`config.mk`:
```
export PLATFORM = sky130hd
export DESIGN_NAME = csir_top
export DESIGN_NICKNAME = d
export VERILOG_FILES = /design/src/rtl/csir_top.v
export VERILOG_INCLUDE_DIRS = /design/src /design/src/common
export SDC_FILE = /design/constraint.sdc
export NUM_CORES = 1
export LEC_CHECK = 0
export BUFFER_PORTS_ARGS = -buffer_cell sky130_fd_sc_hd__buf_2
export CAP_MARGIN = 20
export CORE_MARGIN = 5
export CORE_UTILIZATION = 61
export CTS_CLUSTER_DIAMETER = 30
export CTS_CLUSTER_SIZE = 24
export DETAILED_ROUTE_END_ITERATION = 7
export PLACE_DENSITY = 0.83
export SLEW_MARGIN = 30
export SYNTH_ARGS = -nofsm -noshare
export SYNTH_HDL_FRONTEND = slang
export SYNTH_SLANG_ARGS = --single-unit
export TNS_END_PERCENT = 10
```
`constraint.sdc`:
```
create_clock -name i_clk_sys -period 6.9 [get_ports i_clk_sys]
set_input_delay 1.035 -clock i_clk_sys [delete_from_list [all_inputs] [get_ports i_clk_sys]]
set_output_delay 1.035 -clock i_clk_sys [all_outputs]
set_load 0.005 [all_outputs]
```
`src/common/csir_defines.vh`:
```
`ifndef CSIR_DEFINES_VH
`define CSIR_DEFINES_VH

// slave addresses
`define CSIR_ACC_SLAVE_ADDR      7'h18
`define CSIR_MAG_SLAVE_ADDR      7'h1E

// accelerometer register offsets
`define CSIR_ACC_CTRL_ONE        8'h20
`define CSIR_ACC_CTRL_FOUR       8'h23
`define CSIR_ACC_X_LOWER         8'h28
`define CSIR_ACC_X_UPPER         8'h29
`define CSIR_ACC_Y_LOWER         8'h2A
`define CSIR_ACC_Y_UPPER         8'h2B
`define CSIR_ACC_Z_LOWER         8'h2C
`define CSIR_ACC_Z_UPPER         8'h2D

// magnetometer register offsets
`define CSIR_MAG_CONFIG_A        8'h00
`define CSIR_MAG_CONFIG_B        8'h01
`define CSIR_MAG_OPER_MODE       8'h02
`define CSIR_MAG_X_HIGH          8'h03
`define CSIR_MAG_X_LOW           8'h04
`define CSIR_MAG_Y_HIGH          8'h05
`define CSIR_MAG_Y_LOW           8'h06
`define CSIR_MAG_Z_HIGH          8'h07
`define CSIR_MAG_Z_LOW           8'h08

// reset values
`define CSIR_ACC_CTRL_ONE_RST    8'h07
`define CSIR_ACC_CTRL_FOUR_RST   8'h00
`define CSIR_MAG_CONFIG_A_RST    8'h10
`define CSIR_MAG_CONFIG_B_RST    8'h20
`define CSIR_MAG_OPER_MODE_RST   8'h03

// field positions and the continuous mode value
`define CSIR_ACC_POWER_HI        7
`define CSIR_ACC_POWER_LO        5
`define CSIR_ACC_ENDIAN_BIT      6
`define CSIR_MAG_RATE_HI         4
`define CSIR_MAG_RATE_LO         2
`define CSIR_MAG_MODE_HI         1
`define CSIR_MAG_MODE_LO         0
`define CSIR_MAG_MODE_CONT       2'h0

`endif

```
`src/rtl/csir_top.v`:
```
// How it works
// - the accelerometer answers at 7-bit address 0011000 when the select pin is low.
// - the magnetometer answers as its own slave at fixed 7-bit address 0011110.
// - writing 0x27 to accelerometer control one at 20h gives normal mode at 50 Hz.
// - writing 0x40 to accelerometer control four at 23h gives smallest range, continuous update, big-endian.
// - accelerometer data sits at 28h..2Dh in X, Y, Z pairs, high byte at the lower address when big-endian.
// - magnetometer rate is 15 Hz after power-on and 30 Hz after 0x14 is written to config A at 00h.
// - magnetometer starts asleep and writing 0x00 to the mode register at 02h makes it convert continuously.
// - the magnetometer pointer advances by one after every read, so 02h is followed by 03h.
// - magnetometer data runs X high, X low, Y high, Y low, Z high, Z low.
`timescale 1ns/1ns
`include "csir_defines.vh"

module csir_top
#(
    parameter BUF_WIDTH = 96,
    parameter BUF_DEPTH = 2,
    parameter BUF_AW    = 1
)
(
    input  wire        i_clk_sys,
    input  wire        i_rst_n,
    input  wire        i_scl,
    input  wire        i_sda,
    output wire        o_sda_out,
    output wire        o_sda_oe_n,
    input  wire        i_accel_address_select_pin,
    input  wire        i_sample_valid,
    output wire        o_sample_ready,
    input  wire [15:0] i_acc_x,
    input  wire [15:0] i_acc_y,
    input  wire [15:0] i_acc_z,
    input  wire [15:0] i_mag_x,
    input  wire [15:0] i_mag_y,
    input  wire [15:0] i_mag_z,
    output wire        o_accel_normal_mode,
    output wire        o_accel_big_endian,
    output wire [2:0]  o_mag_output_data_rate,
    output wire        o_mag_continuous
);

    localparam [2:0] ST_IDLE = 3'h0;
    localparam [2:0] ST_ADDR = 3'h1;
    localparam [2:0] ST_AACK = 3'h2;
    localparam [2:0] ST_RXB  = 3'h3;
    localparam [2:0] ST_RACK = 3'h4;
    localparam [2:0] ST_TXB  = 3'h5;
    localparam [2:0] ST_MACK = 3'h6;

    // three-stage synchronisers for scl, sda, select pin
    wire [2:0] pin_in;
    wire [2:0] pin_s2;
    wire [2:0] pin_s3;
    reg  [2:0] pin_filt;
    assign pin_in = {i_accel_address_select_pin, i_sda, i_scl};

    genvar g;
    generate
        for (g = 0; g < 3; g = g + 1)
        begin : g_sync
            reg s1;
            reg s2;
            reg s3;
            always @(posedge i_clk_sys or negedge i_rst_n)
            begin
                if (!i_rst_n)
                begin
                    s1 <= 1'b1;
                    s2 <= 1'b1;
                    s3 <= 1'b1;
                end
                else
                begin
                    s1 <= pin_in[g];
                    s2 <= s1;
                    s3 <= s2;
                end
            end
            assign pin_s2[g] = s2;
            assign pin_s3[g] = s3;
        end
    endgenerate

    // a level counts once stages two and three agree
    always @(posedge i_clk_sys or negedge i_rst_n)
    begin
        if (!i_rst_n)
            pin_filt <= 3'h7;
        else
            pin_filt <= (pin_s2 & pin_s3) | (pin_filt & (pin_s2 ^ pin_s3));
    end

    reg  scl_q;
    reg  sda_q;
    wire scl = pin_filt[0];
    wire sda = pin_filt[1];
    wire sel_pin = pin_filt[2];
    wire scl_rise = scl & ~scl_q;
    wire scl_fall = ~scl & scl_q;
    wire start_ev = scl & scl_q & sda_q & ~sda;
    wire stop_ev  = scl & scl_q & ~sda_q & sda;
    wire [6:0] acc_slave = `CSIR_ACC_SLAVE_ADDR | {6'h00, sel_pin};

    // registers
    reg [7:0] acc_ctrl_one;
    reg [7:0] acc_ctrl_four;
    reg [7:0] mag_cfg_a;
    reg [7:0] mag_cfg_b;
    reg [7:0] mag_mode;
    reg [7:0] acc_ptr;
    reg [7:0] mag_ptr;
    reg [15:0] acc_x;
    reg [15:0] acc_y;
    reg [15:0] acc_z;
    reg [15:0] mag_x;
    reg [15:0] mag_y;
    reg [15:0] mag_z;

    assign o_accel_normal_mode    = |acc_ctrl_one[`CSIR_ACC_POWER_HI:`CSIR_ACC_POWER_LO];
    assign o_accel_big_endian     = acc_ctrl_four[`CSIR_ACC_ENDIAN_BIT];
    assign o_mag_output_data_rate = mag_cfg_a[`CSIR_MAG_RATE_HI:`CSIR_MAG_RATE_LO];
    assign o_mag_continuous       = mag_mode[`CSIR_MAG_MODE_HI:`CSIR_MAG_MODE_LO] == `CSIR_MAG_MODE_CONT;

    // bus engine state
    reg [2:0] state;
    reg [3:0] cnt;
    reg [7:0] shreg;
    reg [7:0] txd;
    reg       drive;
    reg       sel_mag;
    reg       rw;
    reg       first;

    assign o_sda_out  = 1'b0;
    assign o_sda_oe_n = ~drive;

    // read mux for the selected slave
    reg [7:0] rd_addr;
    reg [7:0] rd_data;
    always @*
    begin
        rd_addr = sel_mag ? mag_ptr : acc_ptr;
        rd_data = 8'h00;
        if (sel_mag)
        begin
            if (rd_addr == `CSIR_MAG_CONFIG_A)
                rd_data = mag_cfg_a;
            else if (rd_addr == `CSIR_MAG_CONFIG_B)
                rd_data = mag_cfg_b;
            else if (rd_addr == `CSIR_MAG_OPER_MODE)
                rd_data = mag_mode;
            else if (rd_addr == `CSIR_MAG_X_HIGH)
                rd_data = mag_x[15:8];
            else if (rd_addr == `CSIR_MAG_X_LOW)
                rd_data = mag_x[7:0];
            else if (rd_addr == `CSIR_MAG_Y_HIGH)
                rd_data = mag_y[15:8];
            else if (rd_addr == `CSIR_MAG_Y_LOW)
                rd_data = mag_y[7:0];
            else if (rd_addr == `CSIR_MAG_Z_HIGH)
                rd_data = mag_z[15:8];
            else if (rd_addr == `CSIR_MAG_Z_LOW)
                rd_data = mag_z[7:0];
        end
        else
        begin
            if (rd_addr == `CSIR_ACC_CTRL_ONE)
                rd_data = acc_ctrl_one;
            else if (rd_addr == `CSIR_ACC_CTRL_FOUR)
                rd_data = acc_ctrl_four;
            else if (rd_addr == `CSIR_ACC_X_LOWER)
                rd_data = o_accel_big_endian ? acc_x[15:8] : acc_x[7:0];
            else if (rd_addr == `CSIR_ACC_X_UPPER)
                rd_data = o_accel_big_endian ? acc_x[7:0] : acc_x[15:8];
            else if (rd_addr == `CSIR_ACC_Y_LOWER)
                rd_data = o_accel_big_endian ? acc_y[15:8] : acc_y[7:0];
            else if (rd_addr == `CSIR_ACC_Y_UPPER)
                rd_data = o_accel_big_endian ? acc_y[7:0] : acc_y[15:8];
            else if (rd_addr == `CSIR_ACC_Z_LOWER)
                rd_data = o_accel_big_endian ? acc_z[15:8] : acc_z[7:0];
            else if (rd_addr == `CSIR_ACC_Z_UPPER)
                rd_data = o_accel_big_endian ? acc_z[7:0] : acc_z[15:8];
        end
    end

    // two-entry sample buffer
    reg [BUF_WIDTH-1:0] buf_mem [0:BUF_DEPTH-1];
    reg [BUF_AW-1:0]    buf_wp;
    reg [BUF_AW-1:0]    buf_rp;
    reg [BUF_AW:0]      buf_cnt;
    wire buf_full  = buf_cnt == BUF_DEPTH[BUF_AW:0];
    wire buf_empty = buf_cnt == {(BUF_AW+1){1'b0}};
    wire buf_push  = i_sample_valid & ~buf_full;
    // drain only while the slave engine is idle, so a burst sees one consistent sample
    wire buf_pop   = ~buf_empty & (state == ST_IDLE);
    wire [BUF_WIDTH-1:0] buf_head = buf_mem[buf_rp];
    assign o_sample_ready = ~buf_full;

    always @(posedge i_clk_sys)
    begin
        if (buf_push)
            buf_mem[buf_wp] <= {i_acc_x, i_acc_y, i_acc_z, i_mag_x, i_mag_y, i_mag_z};
    end

    always @(posedge i_clk_sys or negedge i_rst_n)
    begin
        if (!i_rst_n)
        begin
            buf_wp  <= {BUF_AW{1'b0}};
            buf_rp  <= {BUF_AW{1'b0}};
            buf_cnt <= {(BUF_AW+1){1'b0}};
            acc_x   <= 16'h0000;
            acc_y   <= 16'h0000;
            acc_z   <= 16'h0000;
            mag_x   <= 16'h0000;
            mag_y   <= 16'h0000;
            mag_z   <= 16'h0000;
        end
        else
        begin
            if (buf_push)
                buf_wp <= buf_wp + {{(BUF_AW-1){1'b0}}, 1'b1};
            if (buf_pop)
            begin
                buf_rp <= buf_rp + {{(BUF_AW-1){1'b0}}, 1'b1};
                if (o_accel_normal_mode)
                begin
                    acc_x <= buf_head[95:80];
                    acc_y <= buf_head[79:64];
                    acc_z <= buf_head[63:48];
                end
                if (o_mag_continuous)
                begin
                    mag_x <= buf_head[47:32];
                    mag_y <= buf_head[31:16];
                    mag_z <= buf_head[15:0];
                end
            end
            if (buf_push & ~buf_pop)
                buf_cnt <= buf_cnt + {{BUF_AW{1'b0}}, 1'b1};
            else if (buf_pop & ~buf_push)
                buf_cnt <= buf_cnt - {{BUF_AW{1'b0}}, 1'b1};
        end
    end

    // serial slave engine
    always @(posedge i_clk_sys or negedge i_rst_n)
    begin
        if (!i_rst_n)
        begin
            scl_q         <= 1'b1;
            sda_q         <= 1'b1;
            state         <= ST_IDLE;
            cnt           <= 4'h0;
            shreg         <= 8'h00;
            txd           <= 8'h00;
            drive         <= 1'b0;
            sel_mag       <= 1'b0;
            rw            <= 1'b0;
            first         <= 1'b0;
            acc_ptr       <= 8'h00;
            mag_ptr       <= 8'h00;
            acc_ctrl_one  <= `CSIR_ACC_CTRL_ONE_RST;
            acc_ctrl_four <= `CSIR_ACC_CTRL_FOUR_RST;
            mag_cfg_a     <= `CSIR_MAG_CONFIG_A_RST;
            mag_cfg_b     <= `CSIR_MAG_CONFIG_B_RST;
            mag_mode      <= `CSIR_MAG_OPER_MODE_RST;
        end
        else
        begin
            scl_q <= scl;
            sda_q <= sda;
            if (start_ev)
            begin
                state <= ST_ADDR;
                cnt   <= 4'h0;
                drive <= 1'b0;
            end
            else if (stop_ev)
            begin
                state <= ST_IDLE;
                drive <= 1'b0;
            end
            else if (scl_rise)
            begin
                if (state == ST_ADDR || state == ST_RXB)
                begin
                    shreg <= {shreg[6:0], sda};
                    cnt   <= cnt + 4'h1;
                end
                else if (state == ST_MACK && sda)
                    state <= ST_IDLE;
            end
            else if (scl_fall)
            begin
                case (state)
                    ST_ADDR:
                    begin
                        if (cnt == 4'h8)
                        begin
                            if (shreg[7:1] == acc_slave || shreg[7:1] == `CSIR_MAG_SLAVE_ADDR)
                            begin
                                drive   <= 1'b1;
                                state   <= ST_AACK;
                                sel_mag <= shreg[7:1] == `CSIR_MAG_SLAVE_ADDR;
                                rw      <= shreg[0];
                            end
                            else
                                state <= ST_IDLE;
                        end
                    end
                    ST_AACK:
                    begin
                        if (rw)
                        begin
                            txd   <= rd_data;
                            drive <= ~rd_data[7];
                            cnt   <= 4'h1;
                            state <= ST_TXB;
                            if (sel_mag)
                                mag_ptr <= mag_ptr + 8'h01;
                            else
                                acc_ptr <= acc_ptr + 8'h01;
                        end
                        else
                        begin
                            drive <= 1'b0;
                            cnt   <= 4'h0;
                            first <= 1'b1;
                            state <= ST_RXB;
                        end
                    end
                    ST_RXB:
                    begin
                        if (cnt == 4'h8)
                        begin
                            drive <= 1'b1;
                            state <= ST_RACK;
                            first <= 1'b0;
                            if (first)
                            begin
                                if (sel_mag)
                                    mag_ptr <= shreg;
                                else
                                    acc_ptr <= shreg;
                            end
                            else if (sel_mag)
                            begin
                                if (mag_ptr == `CSIR_MAG_CONFIG_A)
                                    mag_cfg_a <= shreg;
                                else if (mag_ptr == `CSIR_MAG_CONFIG_B)
                                    mag_cfg_b <= shreg;
                                else if (mag_ptr == `CSIR_MAG_OPER_MODE)
                                    mag_mode <= shreg;
                                mag_ptr <= mag_ptr + 8'h01;
                            end
                            else
                            begin
                                if (acc_ptr == `CSIR_ACC_CTRL_ONE)
                                    acc_ctrl_one <= shreg;
                                else if (acc_ptr == `CSIR_ACC_CTRL_FOUR)
                                    acc_ctrl_four <= shreg;
                                acc_ptr <= acc_ptr + 8'h01;
                            end
                        end
                    end
                    ST_RACK:
                    begin
                        drive <= 1'b0;
                        cnt   <= 4'h0;
                        state <= ST_RXB;
                    end
                    ST_TXB:
                    begin
                        if (cnt == 4'h8)
                        begin
                            drive <= 1'b0;
                            state <= ST_MACK;
                        end
                        else
                        begin
                            txd   <= {txd[6:0], 1'b0};
                            drive <= ~txd[6];
                            cnt   <= cnt + 4'h1;
                        end
                    end
                    ST_MACK:
                    begin
                        txd   <= rd_data;
                        drive <= ~rd_data[7];
                        cnt   <= 4'h1;
                        state <= ST_TXB;
                        if (sel_mag)
                            mag_ptr <= mag_ptr + 8'h01;
                        else
                            acc_ptr <= acc_ptr + 8'h01;
                    end
                    default:
                    begin
                        state <= ST_IDLE;
                    end
                endcase
            end
        end
    end

endmodule

```
==> results.toml, run 1 <==
[logic_synthesis]
ys.flop_type = "edfxtp_1"
synth-seq-cells = 388
synth_seq_area_share = 0.629
synthTopCellsByCount = "edfxtp_1, dfrtp_1, nor2_1"
syn_area_per_cell_um2 = 12.6
ys.warnings.count = 0
synth_edf_count = 192
netlist_area_um2 = 17000
synth_top_area_frac = 0.339
async_reset_ff_frac = 0.505
yosys.area.top_type = "edfxtp_1"
synth_cell_types = 93
syn_inst = 1354
yosysMostFrequentCell = "edfxtp_1"
netlist_top_cells_area = "edfxtp_1, dfrtp_1, mux2i_1"
syn_nets = 1471

[global_routing]
grt-ovfl-total = 0
grt_pass1_vias = 12100
track_usage = 0.266
antenna_found_initial = 0
grt_pass1_wl_mm = 65.3
grt_max_degree = 97

[power_and_ir_drop]
powerDensity_nw_per_um2 = 387
p_leak_nw = 8.21
ir_drop_v = 0.000325
p_total_mw = 7.78

[cts]
cts_buffers = 69
cts_hold_buf = 0
clk_pin_slew_ps = 50
clockRootBuffer = "clkbuf_16"
postCtsSetupBuffers = 0
tritoncts = "done"
clock_latency_ps = 580
cts_max_level = 3
cts.sinks = 388
cts_max_path_buffers = 3
cts_resized = 0

[critical_path]
worstPathRequired_ps = 7320
setup.worst_path.start_class = "register"
path_max_fanout = 44
timing.critical_path.to_type = "register"
worstSetupPathType = "register to register"
arrival_ps = 3740

[floorplanning]
rows = 61
start_util = 0.616
core_area_um2 = 27600
die_y_um = 177
num_io_pins = 111
die_area_um2 = 31300
die_x_um = 177

[sta]
skew_ps = 45.5
hold_ws_ps = 357
max_freq_ghz = 0.302
maxSlewViolCount = 0
setup_viol = 0
post-route-period-util = 0.480
tightest_slew_ps = 1050
timing.final.hold_violations = 0
slew_headroom = 0.301
final.setup.tns_ps = 0
rsz0062_at_grt = "false"
period_minus_slack_ps = 3310

[placed_design]
dp_hpwl_mm = 25.3
place_area_um2 = 17700
place_congestion = 0.978
numPortBuffers = 109

[drt]
wl_met2_mm = 20.3
post_drt_wl_per_cell_um = 21.8
top_layer = "met4"
wl_met1_mm = 16.3
drt-initial-drc-count = 1609
ant_nets = 0
dr_total_vias = 11900
drt_wl_total_mm = 41.2
wl_met3_mm = 3.31
firstDrtPassIters = 7
vias_per_cell = 6.31
drc = 0

[run]
cap_viol_max_count = 0

[run_status]
outcome = "finished, final reports clean"

[finish]
drive_above_1_share = 0.226
antenna_cells = 0
area_growth_pct = 18.2
utilization = 0.728
layout.nets = 1575
final_area_um2 = 20100

[hold_path]
hp-class = "register to register"
[critical path, cell delays in order (launching register included)]
cell and delay, ps:
dfrtp_1 410, buf_4 450, and2b_1 300, a22o_1 860, a21oi_1 70, o21ai_0 130
a221oi_1 110, a2111oi_0 740, nor3_1 80
[stage by stage]
stage | setup slack (ps) | cells
2_1_floorplan | 1230 | 1354
3_3_place_gp | 3650 | 1764
3_5_place_dp | 3570 | 1764
4_1_cts | 3520 | 1892
5_1_grt | 3350 | 1893
6_report | 3590 | 1893
[area by class of cell]
type,instances,area [um2]
inverter,20,75.1
clock inverter,38,432
timing repair buffer,120,638
sequential,388,10700
tap,378,473
fill,1738,7520
multi-input combinational,859,5870
clock buffer,90,1920
[cell families (layout without fill, tap and decap cells)]
| kind of cell | after synthesis | after routing | synth area share |
|---|---|---|---|
| AND/OR/NAND/NOR | 318 | 318 | 0.0893 |
| buffers and inverters | 107 | 268 | 0.0284 |
| AO/OA/AOI/OAI | 342 | 342 | 0.131 |
| flip-flops | 388 | 388 | 0.629 |
| XOR/XNOR | 8 | 8 | 0.00412 |
| other | 1 | 1 | 0.000220 |
| adder cells (fa/ha/maj) | 15 | 15 | 0.0110 |
| multiplexers | 175 | 175 | 0.107 |
[power by group]
part           total [mW]  internal [mW]  switching [mW]
Clock                3.37           2.18            1.19
Combinational        1.13          0.421           0.707
Sequential           3.28           2.95           0.329
[cells in the final DEF (no fill, tap or decap), types with 10 or more instances in the layout]
cell       count
nand2_1       44
buf_2        108
mux2i_1      122
a221oi_1      21
nor2_1       163
o22ai_1       14
edfxtp_1     192
o21ai_0       33
dfstp_2       21
ha_1          15
a21oi_1      153
dfrtp_1      173
clkbuf_1      13
mux2_2        53
nand3_1       22
a31oi_1       10
nor3_1        14
clkbuf_16     72
a22oi_1       16
o22a_1        10
inv_1         18
[layer usage]
metal	vias up	GRT usage
li1	5328	-
met1	5909	0.354
met2	588	0.434
met3	112	0.0587
met4	0	0.0974
met5	-	0
[flip-flops by register name, summed over array words and instances (netlist names), 16 cells and up]
register and flops:
acc_y 16, acc_z 16, mag_x 16, mag_y 16, mag_z 16, buf_mem 192
acc_x 16
[worst paths after layout]
check	cells after the start	endpoint	from	slack, ps
worst min-delay path	0	g_sync[2].s2	g_sync[2].s1	360
min in group asynchronous	1	acc_z[5]	i_rst_n	540
worst min register to register	0	g_sync[2].s2	g_sync[2].s1	360
worst max register to register	8	drive	sel_mag	3590
worst max-delay path	8	drive	sel_mag	3590
max in group asynchronous	2	acc_ctrl_four[0]	i_rst_n	5060
Power figures use the tool's default switching activity.
==> inputs of run 2 (changes only) <==
Settings changed: CORE_UTILIZATION 61 to 55, PLACE_DENSITY 0.83 to 0.79.
Clock period 6.9 ns to 2.65 ns, I/O delays scaled along.
==> run 2 against run 1 <==
Against the previous run: first-iteration DRC count fell by 5.6%; sequential cell count unchanged; register-to-register slack lost 3500 ps; sequential share of layout area decreased by 4.4 points; sequential power rose to 2.6 times the previous value; via count up 5.3%; power increased to 2.8 times the previous value; largest cell class unchanged; highest routed layer is now met5.
==> results.toml, run 2 (synthesis results as in run 1) <==
[placed_design]
numPortBuffers = 109
place_congestion = 1.01
pre_cts_slack_ps = -44.4
dp_hpwl_mm = 29.9

[sta]
period_minus_slack_ps = 2530
slew_headroom = 0.553
timing.final.hold_violations = 0
setup_viol = 0
post-route-period-util = 0.954
skew_ps = 47.3
max_freq_ghz = 0.396
rsz0062_at_grt = "false"
maxSlewViolCount = 0
fin_ws_ps = 123
tightest_slew_ps = 665

[global_routing]
grt_pass1_vias = 12900
track_usage = 0.269
grt.busiest_layer = "met2"
grt_pass1_wl_mm = 72.2
grt_util_met2 = 0.430
grtUsageMet3 = 0.0578
grt-ovfl-total = 0
antenna_found_initial = 1
grtUsageMet1 = 0.367
grt_max_degree = 97

[critical_path]
crit_chain = "nor2_1 -> a22o_1 -> buf_4 -> a22oi_1 -> a21oi_1 -> nor3_1 -> a211oi_1 -> buf_4 -> nor3_1"
crit_buf_inv = 2
path_max_fanout = 12
regToRegStartpoint = "acc_ptr[1]"
worstSetupPathType = "register to register"
timing.critical_path.to_type = "register"
setup.worst_path.start_class = "register"
startpoint = "acc_ptr[1]"
worstPathRequired_ps = 3090
arrival_ps = 2970
cpPeakStageDelay_ps = 500
crit_family = "compound AO/OA/AOI/OAI gates"
slowest_stage = "dfrtp_1"

[floorplanning]
die_x_um = 186
rows = 64
die_y_um = 186
die_area_um2 = 34600
core_area_um2 = 30600
start_util = 0.556
num_io_pins = 111

[cts]
clk_pin_slew_ps = 50
clockRootBuffer = "clkbuf_16"
cts_max_path_buffers = 3
cts_buffers = 76
cts.sinks = 388
cts_max_level = 3
clock_latency_ps = 580
tritoncts = "done"

[finish]
most-common-layout-cells = "edfxtp_1, dfrtp_1, nor2_1, a21oi_1, mux2i_1"
antenna_cells = 0
largest_reg_flops = 192
layout.nets = 1729
area_growth_pct = 28.8
drive_above_1_share = 0.280
final_common_cell = "edfxtp_1"
largest-register = "buf_mem"

[power_and_ir_drop]
ir_drop_v = 0.000763
powerDensity_nw_per_um2 = 1000
p_leak_nw = 9.12
p_total_mw = 22.0

[drt]
drt-initial-drc-count = 1519
ant_nets = 0
drc = 0
dr_total_vias = 12600
drt_wl_total_mm = 46.3
vias_per_cell = 6.07
firstDrtPassIters = 7
post_drt_wl_per_cell_um = 22.4

[hold_path]
hp-class = "input port to register"
hold_start = "i_mag_z[3]"

[run]
cap_viol_max_count = 0

[run_status]
outcome = "finished, final reports clean"
[run 2: final cells by class]
| type | count | area (um2) |
|---|---|---|
| Tap cell | 396 | 495 |
| Timing Repair Buffer | 267 | 2000 |
| Inverter | 20 | 75.1 |
| Sequential cell | 388 | 10700 |
| Multi-Input combinational cell | 859 | 5910 |
| Clock inverter | 54 | 729 |
| Fill cell | 2016 | 8670 |
| Clock buffer | 86 | 2000 |
[run 2: power breakdown]
group          switching (mW)  internal [mW]  total (mW)
sequential              0.739           7.66        8.40
clock                    3.31           6.77        10.1
combinational            2.07           1.43        3.50
[run 2: worst paths after layout]
kind	end	slack (ps)	cells after the start
min reg2reg	g_sync[2].s2	360	0
min in group asynchronous	acc_z[4]	360	2
max	drive	120	9
max reg2reg	drive	120	9
min	buf_mem[0][3]	10	1
max in group asynchronous	mag_cfg_b[5]	1540	3
[run 2: metrics by stage]
stage,hold WS [ps],instances,util,area [um2],TNS (ps)
floorplan,102,1354,-,17000,-63180
global placement,347,1887,0.611,18700,0
detailed placement,347,1887,0.611,18700,-44.4
CTS,0.225,2069,0.715,21900,0
global route,4.07,2070,0.716,21900,0
finish,13.5,2070,0.716,21900,0
[run 2: timing repair]
item,CTS,global route
hold endpoints to repair,119,0
pin swaps,0,2
hold buffers,42,0
endpoints found under the setup margin,1,29
gates resized for setup,1,12
setup buffers,0,1
[run 2: metal layers]
layer  vias to the layer above  wire length, um
met4                         2             1660
met1                      6222            18800
met5                         -               13
met2                       582            22100
met3                       126             3660
li1                       5633                -
==> inputs of run 3 (changes only) <==
Settings changed: PLACE_DENSITY 0.79 to 0.86, REMOVE_ABC_BUFFERS set to 1.
==> run 3 against run 2 <==
Against the previous run: global-route usage grew 2.4 points; fmax shrank 1.7%; critical endpoint is now txd[2]; non-clock buffer count rose by 12; the flow now finishes with violations (design-rule violations); design area increased by 0.91%; sequential cell count did not move; sequential power up 2%; wire length rose by 9.4%; sequential share of layout area down 0.43 points.
==> results.toml, run 3 (synthesis results as in run 1) <==
[run_status]
outcome = "finished with violations"
violations = "design-rule violations"

[global_routing]
grt-ovfl-total = 0
antenna_found_initial = 0
grt_max_degree = 97
grt_pass1_wl_mm = 77.7
track_usage = 0.294
grt_pass1_vias = 13600

[drt]
dr_total_vias = 13000
drc = 15
ant_nets = 0
drt-initial-drc-count = 1498
drt_wl_total_mm = 50.6
vias_per_cell = 6.24
post_drt_wl_per_cell_um = 24.3
firstDrtPassIters = 8

[finish]
ff_latch_area_um2 = 10700
largest-register = "buf_mem"
utilization = 0.723
multi_input_area_um2 = 5890
largest_reg_flops = 192
fill_cells = 1949
most-common-layout-cells = "edfxtp_1, dfrtp_1, nor2_1, a21oi_1, mux2i_1"
antenna_cells = 0
layout.nets = 1743
area_growth_pct = 30.0
final_common_cell = "edfxtp_1"
drive_above_1_share = 0.267

[cts]
clock_latency_ps = 600
tritoncts = "done"
cts_buffers = 78
clk_pin_slew_ps = 50
clockRootBuffer = "clkbuf_16"
cts.sinks = 388
cts_max_level = 3
cts_max_path_buffers = 3

[critical_path]
setup.worst_path.start_class = "register"
cpPeakStageDelay_ps = 460
slowest_stage = "dfrtp_1"
reg2reg_depth = 7
r2r_slack_ps = 80
critPathCapture = "txd[2]"
path_max_fanout = 13
worstSetupPathType = "register to register"
regToRegStartpoint = "mag_ptr[0]"
rr_endpoint = "txd[2]"
crit_chain = "and2b_1 -> a32o_2 -> a221oi_1 -> nor2_1 -> o221a_2 -> a2111oi_0 -> a21oi_1"
arrival_ps = 3020
startpoint = "mag_ptr[0]"
worstPathRequired_ps = 3100
timing.critical_path.to_type = "register"

[power_and_ir_drop]
p_leak_nw = 9.15
ir_drop_v = 0.000915
switching_power_mw = 6.47
powerDensity_nw_per_um2 = 999
swShare = 0.293
pwr-share-clk = 0.458
p_seq_frac = 0.387
p_comb_frac = 0.156
p_int_mw = 15.6

[sta]
setup_viol = 0
rsz0062_at_grt = "true"
post-route-period-util = 0.970
tightest_slew_ps = 828
period_minus_slack_ps = 2570
skew_ps = 56.1
hold_ws_ps = 6.45
max_freq_ghz = 0.389
slew_headroom = 0.447
timing.final.hold_violations = 0
maxSlewViolCount = 0
final.setup.tns_ps = 0

[hold_path]
holdPathStages = 1
hp-class = "input port to register"

[run]
cap_viol_max_count = 0

[placed_design]
numPortBuffers = 109
place_congestion = 1.00
dp_hpwl_mm = 29.6

[floorplanning]
die_area_um2 = 34600
die_x_um = 186
rows = 64
core_area_um2 = 30600
die_y_um = 186
start_util = 0.556
num_io_pins = 111
[run 3: changes by cell type in the layout (fill, tap and decap cells not counted), moves of 3 or more]
cell           before  now
buf_12             12   17
buf_4             104   87
bufinv_16          13    8
clkbuf_1            6   18
clkbuf_8            3    8
clkinv_1            5    2
clkinv_2           11    6
clkinvlp_4          8   11
dlygate4sd3_1      42   66
inv_6               8    2
[run 3: cell type report]
class | count | area share
clock buffer | 105 | 0.0979
timing repair buffer | 279 | 0.0999
sequential | 388 | 0.484
tap | 396 | 0.0224
clock inverter | 41 | 0.0257
inverter | 20 | 0.00339
multi-input combinational | 859 | 0.267
[run 3: worst min-delay path by stage]
stage	start	end
after global placement	g_sync[1].s1	g_sync[1].s2
after floorplan	i_rst_n	acc_ctrl_four[0]
after detailed placement	g_sync[2].s1	g_sync[2].s2
after CTS	i_acc_y[12]	buf_mem[1][76]
after global routing	i_acc_y[12]	buf_mem[1][76]
final	i_acc_z[0]	buf_mem[1][48]
[run 3: metal layers]
metal | vias up | part of all wire | global-route usage | routed length (um)
met4 | 0 | 0.045 | 0.126 | 2290
met3 | 204 | 0.084 | 0.0688 | 4280
met2 | 775 | 0.50 | 0.494 | 25200
met1 | 6379 | 0.37 | 0.366 | 18900
li1 | 5662 | - | - | -
met5 | - | 0 | 0 | 0
[run 3: what timing repair did]
action	4_1_cts	5_1_grt
endpoints found under the hold margin	156	6
buffers inserted	0	0
resized for setup	1	7
hold buffers	62	4
endpoints found under the setup margin	1	30
[run 3: power groups by stage]
stage	Sequential, mW	Combinational (mW)	Clock [mW]
5_1_grt	8.59	3.70	10.5
6_report	8.54	3.44	10.1
2_1_floorplan	8.44	1.86	0
3_3_place_gp	8.40	3.02	0
3_5_place_dp	8.47	3.11	0
4_1_cts	8.45	3.32	10.1
[run 3: stage by stage]
step	power, mW	instances	worst slack, ps	cell area (um2)
floorplan	10.3	1267	-3460	16600
global placement	11.4	1876	40.2	18700
detailed placement	11.6	1876	-53.9	18700
CTS	21.9	2084	43.9	22000
global route	22.8	2088	-4.79	22100
finish	22.1	2088	79.0	22100
[run 3: worst max-delay path, delay by kind of cell (launching register included)]
family	cells	cell delay [ps]
DFF	1	460
and+or+nand+nor	2	470
AOI/OAI and AO/OA	5	1540
